==> src/adc8_pkg.sv <==
// Shared constants and types for the 8-bit SAR converter control block
package adc8_pkg;
    // Register addresses on the special function register bus
    localparam logic [7:0] ADDR_PAIR = 8'hBA;
    localparam logic [7:0] ADDR_CHAN = 8'hBB;
    localparam logic [7:0] ADDR_CLKGAIN = 8'hBC;
    localparam logic [7:0] ADDR_RESULT = 8'hBE;
    localparam logic [7:0] ADDR_CTRL = 8'hE8;
    localparam logic [7:0] ADDR_GT = 8'hC4;
    localparam logic [7:0] ADDR_LT = 8'hC5;
    // Reset values
    localparam logic [7:0] RST_PAIR = 8'h00;
    localparam logic [7:0] RST_CHAN = 8'h00;
    localparam logic [7:0] RST_CLKGAIN = 8'hF8;
    localparam logic [7:0] RST_RESULT = 8'h00;
    localparam logic [7:0] RST_CTRL = 8'h00;
    localparam logic [7:0] RST_GT = 8'hFF;
    localparam logic [7:0] RST_LT = 8'h00;
    // Field positions
    localparam int CTRL_ON_BIT = 7;
    localparam int CTRL_TRACK_BIT = 6;
    localparam int CTRL_DONE_BIT = 5;
    localparam int CTRL_BUSY_BIT = 4;
    localparam int CTRL_SRC_LSB = 1;
    localparam int CTRL_WIN_BIT = 0;
    localparam int CLK_DIV_LSB = 3;
    localparam int GAIN_LSB = 0;
    // Start source codes
    localparam logic [2:0] SRC_SOFTWARE = 3'h0;
    localparam logic [2:0] SRC_TIMER3 = 3'h1;
    localparam logic [2:0] SRC_PIN = 3'h2;
    localparam logic [2:0] SRC_TIMER2 = 3'h3;
    // Timing and codes: tracking length in SAR clocks, top trial bit index, first trial word and sign flip
    localparam logic [1:0] TRACK_SAR_CLOCKS = 2'h3;
    localparam logic [2:0] TOP_BIT_INDEX = 3'h7;
    localparam logic [7:0] TRIAL_START = 8'h80;
    localparam logic [7:0] SIGN_FLIP = 8'h80;

    typedef enum logic [1:0] {
        ST_IDLE = 2'b00,
        ST_TRACK = 2'b01,
        ST_CONVERT = 2'b11
    } conv_state_type;

    typedef struct packed {
        logic powered;
        logic tracking;
        logic differential;
        logic [2:0] channel;
        logic [1:0] gain;
    } analog_ctrl_type;

    typedef struct packed {
        logic write;
        logic [7:0] addr;
        logic [7:0] wdata;
    } sfr_req_type;
endpackage : adc8_pkg

==> src/adc8_control.sv <==
// Control, sequencing, registers and window detector of the 8-bit SAR converter
`timescale 1ns/10ps
module adc8_control (
    input wire logic clk_sys,
    input wire logic reset_n,
    input wire adc8_pkg::sfr_req_type sfr_req,
    output logic [7:0] sfr_rdata,
    input wire logic timer3_overflow,
    input wire logic timer2_overflow,
    input wire logic companion_start_bit,
    input wire logic external_start_pin,
    input wire logic comparator_high,
    output logic [7:0] sar_trial,
    output adc8_pkg::analog_ctrl_type analog_ctrl
);
    logic [3:0] pair_differential;
    logic [2:0] channel_code;
    logic [4:0] sar_clock_divider;
    logic [1:0] gain_code;
    logic converter_on;
    logic low_power_track;
    logic conversion_done_flag;
    logic [2:0] start_source;
    logic window_match_flag;
    logic [7:0] conversion_result;
    logic [7:0] greater_than_limit;
    logic [7:0] less_than_limit;
    adc8_pkg::conv_state_type state;
    logic [4:0] div_count;
    logic [1:0] track_count;
    logic [2:0] bit_index;
    logic [2:0] pin_sync;
    logic pin_level;
    logic conversion_running;

    logic sar_tick;
    logic selected_differential;
    logic wr_ctrl;
    logic software_start;
    logic pin_rise;
    logic trigger;
    logic last_tick;
    logic [7:0] final_code;
    logic [7:0] next_result;

    // Outside-window by default; inside when the limits are ordered low-to-high
    function automatic logic window_hit(input logic [7:0] code, input logic [7:0] gt_limit,
                                        input logic [7:0] lt_limit, input logic signed_mode);
        logic above;
        logic below;
        logic ordered;
        above = signed_mode ? ($signed(code) > $signed(gt_limit)) : (code > gt_limit);
        below = signed_mode ? ($signed(code) < $signed(lt_limit)) : (code < lt_limit);
        ordered = signed_mode ? ($signed(gt_limit) < $signed(lt_limit)) : (gt_limit < lt_limit);
        if (ordered) begin
            window_hit = above && below;
        end else begin
            window_hit = above || below;
        end
    endfunction : window_hit

    // Odd member of a pair follows the pair bit too: its code is undefined anyway
    assign selected_differential = pair_differential[channel_code[2:1]];
    assign sar_tick = (div_count == sar_clock_divider);
    assign wr_ctrl = sfr_req.write && (sfr_req.addr == adc8_pkg::ADDR_CTRL);
    assign software_start = wr_ctrl && sfr_req.wdata[adc8_pkg::CTRL_BUSY_BIT];
    assign pin_rise = pin_sync[1] && pin_sync[2] && !pin_level;
    assign last_tick = (state == adc8_pkg::ST_CONVERT) && sar_tick && (bit_index == 3'h0);
    assign final_code = comparator_high ? sar_trial : (sar_trial & ~(8'h01 << bit_index));
    assign next_result = selected_differential ? (final_code ^ adc8_pkg::SIGN_FLIP) : final_code;

    always_comb begin
        trigger = 1'b0;
        if (converter_on && (state == adc8_pkg::ST_IDLE)) begin
            if (start_source[2]) begin
                trigger = companion_start_bit;
            end else begin
                case (start_source)
                    adc8_pkg::SRC_SOFTWARE: trigger = software_start;
                    adc8_pkg::SRC_TIMER3: trigger = timer3_overflow;
                    adc8_pkg::SRC_PIN: trigger = pin_rise;
                    adc8_pkg::SRC_TIMER2: trigger = timer2_overflow;
                    default: trigger = 1'b0;
                endcase
            end
        end
    end

    // Start pin: level taken when stages two and three agree; reset to its idle high so no false edge
    always_ff @(posedge clk_sys or negedge reset_n) begin
        if (!reset_n) begin
            pin_sync <= 3'h7;
            pin_level <= 1'b1;
        end else begin
            pin_sync <= {pin_sync[1:0], external_start_pin};
            if (pin_sync[1] == pin_sync[2]) begin
                pin_level <= pin_sync[2];
            end
        end
    end

    // SAR clock divider; restarted by a trigger so tracking spans whole SAR clocks
    always_ff @(posedge clk_sys or negedge reset_n) begin
        if (!reset_n) begin
            div_count <= 5'h00;
        end else if (trigger || sar_tick || !converter_on) begin
            div_count <= 5'h00;
        end else begin
            div_count <= div_count + 5'h01;
        end
    end

    // Conversion sequence
    always_ff @(posedge clk_sys or negedge reset_n) begin
        if (!reset_n) begin
            state <= adc8_pkg::ST_IDLE;
            track_count <= 2'h0;
            bit_index <= 3'h0;
            sar_trial <= 8'h00;
        end else begin
            case (state)
                adc8_pkg::ST_IDLE: begin
                    if (trigger) begin
                        track_count <= 2'h0;
                        bit_index <= adc8_pkg::TOP_BIT_INDEX;
                        sar_trial <= adc8_pkg::TRIAL_START;
                        // Pin mode already tracked while the pin was low
                        if (low_power_track && (start_source != adc8_pkg::SRC_PIN)) begin
                            state <= adc8_pkg::ST_TRACK;
                        end else begin
                            state <= adc8_pkg::ST_CONVERT;
                        end
                    end
                end
                adc8_pkg::ST_TRACK: begin
                    if (!converter_on) begin
                        state <= adc8_pkg::ST_IDLE;
                    end else if (sar_tick) begin
                        track_count <= track_count + 2'h1;
                        if (track_count == adc8_pkg::TRACK_SAR_CLOCKS - 2'h1) begin
                            state <= adc8_pkg::ST_CONVERT;
                        end
                    end
                end
                adc8_pkg::ST_CONVERT: begin
                    if (!converter_on) begin
                        state <= adc8_pkg::ST_IDLE;
                    end else if (sar_tick) begin
                        if (bit_index == 3'h0) begin
                            sar_trial <= final_code;
                            state <= adc8_pkg::ST_IDLE;
                        end else begin
                            sar_trial <= final_code | (8'h01 << (bit_index - 3'h1));
                            bit_index <= bit_index - 3'h1;
                        end
                    end
                end
                default: state <= adc8_pkg::ST_IDLE;
            endcase
        end
    end

    // Busy mirrors a running conversion, tracking period included
    always_ff @(posedge clk_sys or negedge reset_n) begin
        if (!reset_n) begin
            conversion_running <= 1'b0;
        end else begin
            conversion_running <= (state != adc8_pkg::ST_IDLE);
        end
    end

    // Configuration registers; unused bits are never stored
    always_ff @(posedge clk_sys or negedge reset_n) begin
        if (!reset_n) begin
            pair_differential <= adc8_pkg::RST_PAIR[3:0];
            channel_code <= adc8_pkg::RST_CHAN[2:0];
            sar_clock_divider <= adc8_pkg::RST_CLKGAIN[7:3];
            gain_code <= adc8_pkg::RST_CLKGAIN[1:0];
            greater_than_limit <= adc8_pkg::RST_GT;
            less_than_limit <= adc8_pkg::RST_LT;
        end else if (sfr_req.write) begin
            case (sfr_req.addr)
                adc8_pkg::ADDR_PAIR: pair_differential <= sfr_req.wdata[3:0];
                adc8_pkg::ADDR_CHAN: channel_code <= sfr_req.wdata[2:0];
                adc8_pkg::ADDR_CLKGAIN: begin
                    sar_clock_divider <= sfr_req.wdata[adc8_pkg::CLK_DIV_LSB +: 5];
                    gain_code <= sfr_req.wdata[adc8_pkg::GAIN_LSB +: 2];
                end
                adc8_pkg::ADDR_GT: greater_than_limit <= sfr_req.wdata;
                adc8_pkg::ADDR_LT: less_than_limit <= sfr_req.wdata;
                default: ;
            endcase
        end
    end

    // Control register bits written by software only
    always_ff @(posedge clk_sys or negedge reset_n) begin
        if (!reset_n) begin
            converter_on <= adc8_pkg::RST_CTRL[adc8_pkg::CTRL_ON_BIT];
            low_power_track <= adc8_pkg::RST_CTRL[adc8_pkg::CTRL_TRACK_BIT];
            start_source <= adc8_pkg::RST_CTRL[adc8_pkg::CTRL_SRC_LSB +: 3];
        end else if (wr_ctrl) begin
            converter_on <= sfr_req.wdata[adc8_pkg::CTRL_ON_BIT];
            low_power_track <= sfr_req.wdata[adc8_pkg::CTRL_TRACK_BIT];
            start_source <= sfr_req.wdata[adc8_pkg::CTRL_SRC_LSB +: 3];
        end
    end

    // Sticky flags: a hardware set in the same cycle as a software write wins
    always_ff @(posedge clk_sys or negedge reset_n) begin
        if (!reset_n) begin
            conversion_done_flag <= adc8_pkg::RST_CTRL[adc8_pkg::CTRL_DONE_BIT];
            window_match_flag <= adc8_pkg::RST_CTRL[adc8_pkg::CTRL_WIN_BIT];
        end else begin
            if (conversion_running && (state == adc8_pkg::ST_IDLE)) begin
                conversion_done_flag <= 1'b1;
            end else if (wr_ctrl) begin
                conversion_done_flag <= sfr_req.wdata[adc8_pkg::CTRL_DONE_BIT];
            end
            if (last_tick && converter_on
                && window_hit(next_result, greater_than_limit, less_than_limit, selected_differential)) begin
                window_match_flag <= 1'b1;
            end else if (wr_ctrl) begin
                window_match_flag <= sfr_req.wdata[adc8_pkg::CTRL_WIN_BIT];
            end
        end
    end

    // Result word; a finishing conversion overrides a software write
    always_ff @(posedge clk_sys or negedge reset_n) begin
        if (!reset_n) begin
            conversion_result <= adc8_pkg::RST_RESULT;
        end else if (last_tick && converter_on) begin
            conversion_result <= next_result;
        end else if (sfr_req.write && (sfr_req.addr == adc8_pkg::ADDR_RESULT)) begin
            conversion_result <= sfr_req.wdata;
        end
    end

    // Read data is registered: valid one cycle after the address
    always_ff @(posedge clk_sys or negedge reset_n) begin
        if (!reset_n) begin
            sfr_rdata <= 8'h00;
        end else begin
            case (sfr_req.addr)
                adc8_pkg::ADDR_PAIR: sfr_rdata <= {4'h0, pair_differential};
                adc8_pkg::ADDR_CHAN: sfr_rdata <= {5'h00, channel_code};
                adc8_pkg::ADDR_CLKGAIN: sfr_rdata <= {sar_clock_divider, 1'b0, gain_code};
                adc8_pkg::ADDR_RESULT: sfr_rdata <= conversion_result;
                adc8_pkg::ADDR_GT: sfr_rdata <= greater_than_limit;
                adc8_pkg::ADDR_LT: sfr_rdata <= less_than_limit;
                adc8_pkg::ADDR_CTRL: sfr_rdata <= {converter_on, low_power_track, conversion_done_flag,
                                                   conversion_running, start_source, window_match_flag};
                default: sfr_rdata <= 8'h00;
            endcase
        end
    end

    // Analog front-end controls
    always_ff @(posedge clk_sys or negedge reset_n) begin
        if (!reset_n) begin
            analog_ctrl <= '0;
        end else begin
            analog_ctrl.powered <= converter_on;
            analog_ctrl.differential <= selected_differential;
            analog_ctrl.channel <= channel_code;
            analog_ctrl.gain <= gain_code;
            if (!converter_on) begin
                analog_ctrl.tracking <= 1'b0;
            end else if (state == adc8_pkg::ST_TRACK) begin
                analog_ctrl.tracking <= 1'b1;
            end else if (state != adc8_pkg::ST_IDLE) begin
                analog_ctrl.tracking <= 1'b0;
            end else if (!low_power_track) begin
                analog_ctrl.tracking <= 1'b1;
            end else begin
                analog_ctrl.tracking <= (start_source == adc8_pkg::SRC_PIN) && !pin_level;
            end
        end
    end
endmodule : adc8_control

==> config.mk <==
export PLATFORM = sky130hd
export DESIGN_NAME = adc8_control
export DESIGN_NICKNAME = d
export VERILOG_FILES = /design/src/adc8_pkg.sv /design/src/adc8_control.sv
export SDC_FILE = /design/constraint.sdc
export NUM_CORES = 1
export LEC_CHECK = 0
export ABC_AREA = 1
export BUFFER_PORTS_ARGS = -buffer_cell sky130_fd_sc_hd__buf_2
export CORE_MARGIN = 5
export CORE_UTILIZATION = 59
export DETAILED_ROUTE_END_ITERATION = 12
export PLACE_DENSITY = 0.91
export REMOVE_ABC_BUFFERS = 1
export SLEW_MARGIN = 0
export SYNTH_ARGS = -nofsm -noshare
export SYNTH_HDL_FRONTEND = slang
export SYNTH_SLANG_ARGS = --single-unit
==> constraint.sdc <==
create_clock -name clk_sys -period 2.97 [get_ports clk_sys]
set_clock_uncertainty 0.2 [all_clocks]
set_input_delay 0 -clock clk_sys [delete_from_list [all_inputs] [get_ports clk_sys]]
set_output_delay 0 -clock clk_sys [all_outputs]
set_load 0.01 [all_outputs]
* Word level (Yosys, flattened, before mapping)
Index checks and enable logic that the tools add are counted.
** Operators by class
- Add/subtract/negate cells :: 3
- $lt $le $gt $ge :: 7
- Equality and inequality tests :: 26
- Shift operators :: 2
- Multiplexer cells :: 46
- Bitwise gates (word level) :: 4
- Reduce and logical (&&, ||, !) cells :: 37
** Operator list (number)
- 8-bit two-way mux :: 8
- 8-bit == test, second input constant :: 7
- 8-bit one-hot mux with 7 select lines :: 1
- 8-bit < comparator :: 4
- 2-bit two-way mux :: 11
- 8-bit greater-than comparator :: 2
- 8-bit one-hot mux with 2 select lines :: 1
- 1-bit by 3-bit << shifter with 8-bit output, first input constant :: 2
- 1-bit two-way mux :: 15
- 1-bit logical AND :: 14
- 3-bit two-way mux :: 4
- 2-bit != test, second input constant :: 6
- 2-bit nonzero test :: 6
- 2-bit AND reduction :: 5
- 5-bit AND reduction :: 2
- 3-bit != test, second input constant :: 3
- 8-bit AND :: 1
- 8-bit inverter :: 1
- 8-bit OR :: 1
- 4-bit AND reduction :: 2
- 3-bit by 2-bit == test with 1-bit output, second input constant :: 2
- 3-bit zero test :: 2
- 3-bit by 2-bit != test with 1-bit output, second input constant :: 2
- 2-bit one-hot mux with 3 select lines :: 1
- other kinds (18) :: 22
** Storage, ports and cells
- Flip-flop bits (word level) :: 86
- Logic and storage cells :: 151

* Depth between registers and ports, before layout
Gate-level depths: netlist of run 1.
- Word-level depth :: 12
- Gate-level depth with buffers :: 17
- Depth with buffers taken out :: 17

* Worst setup path before layout of run 1
No wires, ideal clock.
- Path kind :: register to register
- Start point :: register bit_index[0]
- End point :: register window_match_flag
- Library setup time :: 120 ps
- Data arrival time :: 2052 ps
- Data required time :: 2650 ps
- Slack :: 598 ps
- Cell stages (with the launch flop) :: 17
- Buffers on the path :: 0
- Cells stage by stage :: dfrtp_1 > inv_1 > ha_1 > inv_1 > o31ai_1 > inv_1 > ha_1 > a21oi_1 > nor2_1 > nor3_1 > nand3b_1 > nand3_1 > inv_1 > nand2_1 > nand2_1 > nand2_1 > nand2_1
** On the way
- Cells in the longest elaborated chain, start to end :: 12
- Elaborated cells between the ends (all ways) :: 21
- Classes of those cells :: 4 x order compare; 1 x shift; 6 x mux; 3 x bitwise; 7 x reduce/logical
** Ends and longest elaborated chain
- start: declaration :: RTL line adc8_control.sv:31 : logic [2:0] bit_index;
- start signal: assignment :: RTL line adc8_control.sv:125 : bit_index <= adc8_pkg::TOP_BIT_INDEX;
- start signal: assignment :: RTL line adc8_control.sv:154 : bit_index <= bit_index - 3'h1;
- 1-bit by 3-bit << shifter with 8-bit output :: RTL line adc8_control.sv:69 : assign final_code = comparator_high ? sar_trial : (sar_trial & ~(8'h01 << bit_index));
- 8-bit inverter :: RTL line adc8_control.sv:69
- 8-bit AND :: RTL line adc8_control.sv:69
- 8-bit two-way mux :: RTL line adc8_control.sv:69
- 1-bit inverter (no source line)
- 8-bit two-way mux :: RTL line adc8_control.sv:70 : assign next_result = selected_differential ? (final_code ^ adc8_pkg::SIGN_FLIP) : final_code;
- 8-bit greater-than comparator or 8-bit < comparator (tied branches) :: RTL line adc8_control.sv:52, adc8_control.sv:53
- 1-bit two-way mux (on tied branches) :: RTL line adc8_control.sv:52, adc8_control.sv:53
- 1-bit logical OR or 1-bit logical AND (tied branches) :: RTL line adc8_control.sv:58, adc8_control.sv:56
- 1-bit two-way mux :: RTL line adc8_control.sv:55 : if (ordered) begin
- 1-bit logical AND (*) :: RTL line adc8_control.sv:221 : && window_hit(next_result, greater_than_limit, less_than_limit, selected_differential)) begin
- 1-bit two-way mux or 2-bit nonzero test (tied branches)
- end signal: assignment :: RTL line adc8_control.sv:213 : window_match_flag <= adc8_pkg::RST_CTRL[adc8_pkg::CTRL_WIN_BIT];
- end signal: assignment :: RTL line adc8_control.sv:224 : window_match_flag <= sfr_req.wdata[adc8_pkg::CTRL_WIN_BIT];
- end: declaration :: RTL line adc8_control.sv:24 : logic window_match_flag;
Mark *: on every way between the ends. The rest lies on a longest branch, timed or not.
A chain may end at the register's enable or synchronous reset.

* Worst setup path after layout of run 1
Same ends and word-level chain as after synthesis.

==> qor.tcl, run 1 <==
set qor(antenna_violating_nets_post_route) 0
set qor(place.detailed.instances) 715
set qor(weighted_congestion_at_the_end_of_routability_driven_global_placement) 0.952
set qor(insertion_delay_ps) 360
set qor(netlist-cell-type-count) 45
set qor(detailed_place_hpwl_um) 8780
set qor(pwr-share-seq) 0.419
set qor(tritoncts) {built}
set qor(worstPathMaxFanout) 5
set qor(hold_ws_ps) 17.0
set qor(run_status) {completed}
set qor(starting_density_of_the_core) 0.611
set qor(critPathLaunchType) {flip-flop}
set qor(timing.critical_path.slowest_stage_cell) {sky130_fd_sc_hd__dfrtp_1}
set qor(min_period_over_period) 0.909
set qor(ctsRootBufferMaster) {sky130_fd_sc_hd__clkbuf_8}
set qor(globalRouteTotalUtil) 0.254
set qor(vdd_ir_drop_max_uv) 463
set qor(nNetsFinal) 704
set qor(comb_power_share) 0.337
set qor(post_synth_instance_area_um2) 4770
set qor(timing.final.setup_violations) 0
set qor(place_ws_ps) 349
set qor(fillCellCount) 614
set qor(cts_setup_buffers) 0
set qor(detailed_route_via_count) 4256
set qor(floorplan.rows) 32
set qor(synth_seq_cells) 86
set qor(critPathCaptureType) {flip-flop}
set qor(number_of_warnings_issued_by_yosys) 0
set qor(post_cts_resize_count) 0
set qor(worstPathRequired_ps) 3010
set qor(cts.sinks) 86
set qor(rsz0062_at_grt) {no}
set qor(fp.dieH_um) 99.9
set qor(max_clock_freq_mhz) 370
set qor(path_type_of_the_worst_min_delay_path) {primary input to flip-flop}
set qor(clk_pin_slew_worst_paths_ps) 90
set qor(report.power.total_uw) 3410
set qor(synth.yosys.seq_area_share) 0.456
set qor(worst_slew_pin_slew_ps) 1060
set qor(floorplan.die_area_um2) 9980
set qor(n_antenna_cell) 0
set qor(via_per_inst) 5.63
set qor(antenna_found_initial) 0
set qor(multi_input_area_um2) 2240
set qor(instances_no_fill) 756
set qor(clock_power_share) 0.244
set qor(cts.path.max_buffers) 2
set qor(final_cell_mix) {sky130_fd_sc_hd__nand2_1, sky130_fd_sc_hd__inv_1, sky130_fd_sc_hd__dfrtp_1}
set qor(drive_above_1_share) 0.176
set qor(post_cts_hold_buffer_count) 25
set qor(maxcap_viol_count) 0
set qor(drcViolationCount) 0
set qor(sequential_cell_area_um2) 2170
set qor(tritoncts.num_buffers) 9
set qor(max-slew-margin-rel) 0.291
set qor(power_switching_uw) 1300
set qor(htreeDepth) 3
set qor(synth_area_per_cell_um2) 8.35
set qor(first_pass_grt_wire_length_um) 20200
set qor(detail_route.wirelength_um) 12200
set qor(grt-ovfl-total) 0
set qor(port_buffers) 47
set qor(arrival_ps) 2740
set qor(dr.pass1.iters) 5
set qor(fp.dieW_um) 99.9
set qor(minimum_clock_period_after_layout_ps) 2700
set qor(syn2layout_area_growth_pct) 16.4
set qor(grt_start_max_net_pins) 87
set qor(wl_per_cell_um) 16.2
set qor(synth_area_leaders) {sky130_fd_sc_hd__dfrtp_1, sky130_fd_sc_hd__nand2_1, sky130_fd_sc_hd__dfstp_2}
set qor(worst_path_most_repeated_cell) {sky130_fd_sc_hd__nand2_1}
set qor(pin_count) 48
set qor(power.static_leakage_uw) 0.00284
set qor(core-area_um2) 7810
set qor(areal_power_density_over_the_cells_nw_per_um2) 614
set qor(final_report_hold_violation_count) 0
set qor(cp_cell_sequence) {inv_1, ha_1, inv_1, o31ai_1, inv_1, ha_1, nand2_1, nor2_1, nand2_1, nand2_1, nand2_1, nand3_1, inv_1, nand2_1, nand2_1, nand2_1, nand2_1}
set qor(setup.worst_path.class) {flip-flop to flip-flop}
set qor(setup_slack_ps) 269
set qor(synth_cells) 571
set qor(most_frequent_standard_cell_in_the_layout_excluding_fill_and_tap_cells) {sky130_fd_sc_hd__nand2_1}
set qor(drv_slew) 0
set qor(synth_top_area_share) 0.362
set qor(drtIter0Drc) 321
set qor(critical-path-max-stage-delay_ps) 450
set qor(totalNegativeSetupSlack_ps) 0
set qor(intPower_uw) 2110
set qor(synth_largest_area_cell) {sky130_fd_sc_hd__dfrtp_1}
set qor(first_global_vias) 4192
set qor(timing.reg2reg.setup_slack_ps) 270
set qor(p_sw_frac) 0.380
==> state kept, by name (all words and copies together) (netlist names) <==
signal / cells
start_source: 3
pair_differential: 4
gain_code: 2
conversion_done_flag: 1
greater_than_limit: 8
low_power_track: 1
converter_on: 1
window_match_flag: 1
analog_ctrl: 8
conversion_result: 8
less_than_limit: 8
sar_trial: 8
channel_code: 3
sar_clock_divider: 5
pin_level: 1
sfr_rdata: 8
conversion_running: 1
state: 2
div_count: 5
track_count: 2
pin_sync: 3
bit_index: 3
==> cell usage after synthesis <==
master / instances
sky130_fd_sc_hd__mux2_2: 1
sky130_fd_sc_hd__nor4_1: 1
sky130_fd_sc_hd__o211ai_1: 5
sky130_fd_sc_hd__inv_1: 80
sky130_fd_sc_hd__a22oi_1: 1
sky130_fd_sc_hd__nand2_2: 4
sky130_fd_sc_hd__nor2_8: 1
sky130_fd_sc_hd__nand4_1: 2
sky130_fd_sc_hd__ha_1: 31
sky130_fd_sc_hd__o2111ai_1: 1
sky130_fd_sc_hd__o22ai_1: 8
sky130_fd_sc_hd__a21oi_2: 1
sky130_fd_sc_hd__a221oi_1: 3
sky130_fd_sc_hd__nor3b_4: 1
sky130_fd_sc_hd__a21oi_1: 23
sky130_fd_sc_hd__xnor2_1: 2
sky130_fd_sc_hd__nand3_2: 1
sky130_fd_sc_hd__nand3b_1: 2
sky130_fd_sc_hd__nor3b_1: 1
sky130_fd_sc_hd__or2_4: 1
sky130_fd_sc_hd__o21ai_0: 52
sky130_fd_sc_hd__dfrtp_1: 69
sky130_fd_sc_hd__xor2_1: 7
sky130_fd_sc_hd__nor2_1: 37
sky130_fd_sc_hd__a31oi_1: 6
sky130_fd_sc_hd__or2_2: 4
sky130_fd_sc_hd__a211oi_1: 1
sky130_fd_sc_hd__nor3_1: 5
sky130_fd_sc_hd__o21ai_2: 6
sky130_fd_sc_hd__nand2_1: 134
sky130_fd_sc_hd__buf_6: 2
sky130_fd_sc_hd__clkbuf_1: 2
sky130_fd_sc_hd__dfstp_2: 17
sky130_fd_sc_hd__o221a_2: 1
sky130_fd_sc_hd__nand2_4: 4
sky130_fd_sc_hd__nor2_4: 2
sky130_fd_sc_hd__o31ai_1: 2
sky130_fd_sc_hd__o221ai_1: 1
sky130_fd_sc_hd__o21ai_1: 2
sky130_fd_sc_hd__buf_2: 2
sky130_fd_sc_hd__nor2_2: 2
sky130_fd_sc_hd__inv_2: 4
sky130_fd_sc_hd__nand3_1: 35
sky130_fd_sc_hd__nor3_2: 2
sky130_fd_sc_hd__o21a_1: 2
==> worst max-delay path: cells and delay by family, from the launching register on <==
kind / cells / cell delay (ps)
and+or+nand+nor: 10 / 720
AOI/OAI and AO/OA: 1 / 280
adders and majority gates: 2 / 520
DFF: 1 / 450
buffers and inverters: 4 / 420
==> cells by family (layout without fill, tap and decap cells) <==
logic type | after synthesis | after routing | synth area share
and+or+nand+nor | 239 | 239 | 0.229
AOI/OAI and AO/OA | 115 | 115 | 0.141
buffers and inverters | 90 | 173 | 0.0745
DFF | 86 | 86 | 0.456
adders and majority gates | 31 | 31 | 0.0813
xor gates and xnor gates | 9 | 9 | 0.0165
muxes | 1 | 1 | 0.00236
==> worst paths after layout <==
kind,to,cells past startpoint,start
max,window_match_flag$_DFFE_PN0P_,17,bit_index[0]$_DFFE_PN0P_
min,sfr_rdata[2]$_DFF_PN0_,5,sfr_req[12]
max reg2reg,window_match_flag$_DFFE_PN0P_,17,bit_index[0]$_DFFE_PN0P_
min reg2reg,pin_sync[1]$_DFF_PN1_,0,pin_sync[0]$_DFF_PN1_
max in group asynchronous,converter_on$_DFFE_PN0P_,2,reset_n
min in group asynchronous,pair_differential[0]$_DFFE_PN0P_,2,reset_n
==> layout make-up <==
cell class	count	area share
inverter	84	0.0568
multi-input combinational	395	0.404
sequential	86	0.392
clock buffer	10	0.0230
tap	102	0.0230
timing repair buffer	73	0.0893
clock inverter	6	0.0126
==> power groups by stage <==
stage / Combinational (µW) / Sequential (µW) / Clock (µW)
after CTS: 1130 / 1420 / 838
after floorplan: 770 / 1440 / 0
final: 1150 / 1430 / 832
after global placement: 1040 / 1440 / 0
after detailed placement: 1110 / 1450 / 0
after global routing: 1290 / 1450 / 894
==> metrics by stage <==
step	util	area (µm²)
3_5_place_dp	0.654	5100
6_report	0.711	5550
2_1_floorplan	-	4730
4_1_cts	0.711	5550
3_3_place_gp	0.654	5100
5_1_grt	0.711	5550
==> layer usage <==
| metal | part of all wire | global-route usage |
|---|---|---|
| met5 | 0 | 0 |
| met4 | 0.029 | 0.0987 |
| met3 | 0.076 | 0.0500 |
| met2 | 0.48 | 0.420 |
| met1 | 0.42 | 0.330 |
Note: power is estimated with default switching activity, not from simulation.
==> run 2: changes to the inputs <==
--- a/config.mk
+++ b/config.mk
@@ -7,6 +7,7 @@
 export LEC_CHECK = 0
 export ABC_AREA = 1
 export BUFFER_PORTS_ARGS = -buffer_cell sky130_fd_sc_hd__buf_2
+export CAP_MARGIN = 30
 export CORE_MARGIN = 5
 export CORE_UTILIZATION = 59
 export DETAILED_ROUTE_END_ITERATION = 12
==> constraint.sdc (replaced) <==
create_clock -name clk_sys -period 3 [get_ports clk_sys]
set_clock_uncertainty 0.2 [all_clocks]
set_input_delay 0 -clock clk_sys [delete_from_list [all_inputs] [get_ports clk_sys]]
set_output_delay 0 -clock clk_sys [all_outputs]
set_load 0.01 [all_outputs]
==> qor.tcl, run 2 (synthesis results as in run 1) <==
set qor(run_status) {completed}
set qor(worst_slew_pin_slew_ps) 669 ;# -394 ps
set qor(minimum_clock_period_after_layout_ps) 2780 ;# +78.7 ps
set qor(floorplan.rows) 32 ;# unchanged
set qor(p_sw_frac) 0.363 ;# -0.0173
set qor(grt_start_max_net_pins) 51 ;# -41%
set qor(timing.final.setup_violations) 0 ;# unchanged
set qor(critPathCaptureType) {flip-flop}
set qor(ctsRootBufferMaster) {sky130_fd_sc_hd__clkbuf_8}
set qor(clk_pin_slew_worst_paths_ps) 90 ;# about the same
set qor(report.power.total_uw) 3550 ;# +4.2%
set qor(rsz0062_at_grt) {no}
set qor(htreeDepth) 3 ;# unchanged
set qor(fp.dieW_um) 99.9 ;# unchanged
set qor(dr.pass1.iters) 5 ;# unchanged
set qor(drcViolationCount) 0 ;# unchanged
set qor(setup.worst_path.class) {flip-flop to flip-flop}
set qor(cts.path.max_buffers) 2 ;# unchanged
set qor(drive_above_1_share) 0.179 ;# +0.00278
set qor(max-slew-margin-rel) 0.552 ;# +0.261
set qor(worstPathRequired_ps) 3040 ;# +30 ps
set qor(arrival_ps) 2820 ;# +80 ps
set qor(via_per_inst) 5.74 ;# +1.9%
set qor(tritoncts) {built}
set qor(floorplan.die_area_um2) 9980 ;# unchanged
set qor(worstPathMaxFanout) 5 ;# unchanged
set qor(cp_cell_sequence) {inv_1, ha_1, inv_1, o31ai_1, inv_1, ha_1, a21oi_1, nor2_1, nor3_1, nand3b_1, nand3_1, inv_1, nand2_1, nand2_1, nand2_1, nand2_1}
set qor(power.static_leakage_uw) 0.00288 ;# +1.6%
set qor(core-area_um2) 7810 ;# unchanged
set qor(min_period_over_period) 0.926 ;# +0.0171
set qor(multi_input_area_um2) 2240 ;# unchanged
set qor(first_pass_grt_wire_length_um) 20800 ;# +2.9%
set qor(path_type_of_the_worst_min_delay_path) {primary input to flip-flop}
set qor(drtIter0Drc) 369 ;# +15%
set qor(critPathLaunchType) {flip-flop}
set qor(insertion_delay_ps) 350 ;# about the same
set qor(power_switching_uw) 1290 ;# -0.57%
set qor(weighted_congestion_at_the_end_of_routability_driven_global_placement) 0.952 ;# about the same
set qor(n_antenna_cell) 0 ;# unchanged
set qor(layout.core_utilization) 0.721 ;# +0.0101
set qor(sequential_cell_area_um2) 2170 ;# unchanged
set qor(syn2layout_area_growth_pct) 18.0
set qor(comb_power_share) 0.326 ;# -0.011
set qor(antenna_violating_nets_post_route) 0 ;# unchanged
set qor(cts.sinks) 86 ;# unchanged
set qor(vdd_ir_drop_max_uv) 472 ;# +1.9%
set qor(final_report_hold_violation_count) 0 ;# unchanged
set qor(totalNegativeSetupSlack_ps) 0 ;# unchanged
set qor(starting_density_of_the_core) 0.611 ;# unchanged
set qor(critical-path-max-stage-delay_ps) 450 ;# about the same
set qor(fillCellCount) 572 ;# -6.8%
set qor(areal_power_density_over_the_cells_nw_per_um2) 631 ;# +2.7%
set qor(detailed_place_hpwl_um) 8900 ;# +1.4%
set qor(nNetsFinal) 705 ;# +0.14%
set qor(detail_route.wirelength_um) 12500 ;# +2.5%
set qor(maxcap_viol_count) 0 ;# unchanged
set qor(final_cell_mix) {sky130_fd_sc_hd__nand2_1, sky130_fd_sc_hd__inv_1, sky130_fd_sc_hd__dfrtp_1}
set qor(wl_per_cell_um) 16.6 ;# +2.3%
set qor(clock_power_share) 0.275 ;# +0.031
set qor(first_global_vias) 4229 ;# +0.88%
set qor(grt-ovfl-total) 0 ;# unchanged
set qor(pwr-share-seq) 0.399 ;# -0.020
set qor(antenna_found_initial) 0 ;# unchanged
set qor(intPower_uw) 2260 ;# +7.1%
set qor(post_cts_resize_count) 0 ;# unchanged
set qor(fp.dieH_um) 99.9 ;# unchanged
set qor(pin_count) 48 ;# unchanged
set qor(timing.critical_path.slowest_stage_cell) {sky130_fd_sc_hd__dfrtp_1}
set qor(max_clock_freq_mhz) 360 ;# -2.8%
set qor(drv_slew) 0 ;# unchanged
set qor(most_frequent_standard_cell_in_the_layout_excluding_fill_and_tap_cells) {sky130_fd_sc_hd__nand2_1}
set qor(port_buffers) 47 ;# unchanged
set qor(detailed_route_via_count) 4342 ;# +2.0%
set qor(globalRouteTotalUtil) 0.260 ;# +0.00627
set qor(tritoncts.num_buffers) 9 ;# unchanged
## run 2: cell count changes in the layout (fill, tap and decap cells not counted), sizes merged
cell         before  now
inv              85   84
buf              48   50
dlygate4sd3      25   24
bufinv            1    3
clkinv            1    2
clkinvlp          3    1
## run 2: stage by stage
| stage | instance area (µm²) | setup WS, ps | instances | hold WS, ps |
|---|---|---|---|---|
| after floorplan | 4730 | 627 | 565 | -496 |
| after global placement | 5100 | 508 | 715 | -94.8 |
| after detailed placement | 5130 | 331 | 716 | -203 |
| after CTS | 5630 | 317 | 757 | 12.8 |
| after global routing | 5630 | 13.0 | 757 | 37.2 |
| final | 5630 | 221 | 757 | 29.7 |
## run 2: cell type report
class                   count  area share
well taps                 102      0.0227
flip-flops and latches     86       0.386
multi-input cells         395       0.398
inverters                  84      0.0560
clock inverters             6      0.0198
clock buffers              10      0.0227
repair buffers             74      0.0947
## run 2: path summary, 6_finish.rpt
| kind | from | endpoint | slack, ps | depth (start not counted) |
|---|---|---|---|---|
| worst min register to register | pin_sync[0]$_DFF_PN1_ | pin_sync[1]$_DFF_PN1_ | 160 | 0 |
| worst max register to register | bit_index[0]$_DFFE_PN0P_ | window_match_flag$_DFFE_PN0P_ | 220 | 16 |
| worst max-delay path | bit_index[0]$_DFFE_PN0P_ | window_match_flag$_DFFE_PN0P_ | 220 | 16 |
| max in group asynchronous | reset_n | greater_than_limit[3]$_DFFE_PN1P_ | 2220 | 3 |
| min in group asynchronous | reset_n | sar_clock_divider[2]$_DFFE_PN1P_ | 50 | 2 |
| worst min-delay path | sfr_req[12] | sfr_rdata[2]$_DFF_PN0_ | 30 | 5 |
## run 2: power groups by stage
stage | sequential, µW | combinational (µW) | clock [µW]
global placement | 1420 | 1030 | 0
finish | 1420 | 1160 | 977
global route | 1430 | 1290 | 1030
detailed placement | 1430 | 1100 | 0
floorplan | 1430 | 763 | 0
CTS | 1410 | 1130 | 982
## run 2: critical path: cells and delay by family, from the launching register on
| kind | cells | cell delay, ps |
|---|---|---|
| AO/OA/AOI/OAI | 2 | 440 |
| flip-flops | 1 | 450 |
| buffers and inverters | 4 | 440 |
| adder cells (fa/ha/maj) | 2 | 420 |
| AND/OR/NAND/NOR | 8 | 720 |
## run 2: per-layer routing
layer / share of wire / global-route usage
met1: 0.41 / 0.339
met2: 0.48 / 0.430
met3: 0.078 / 0.0473
met4: 0.026 / 0.107
met5: 0 / 0
## run 2: repair_timing
action | CTS | global route
setup buffers | 0 | 0
endpoints found under the hold margin | 133 | 0
hold buffers | 25 | 0
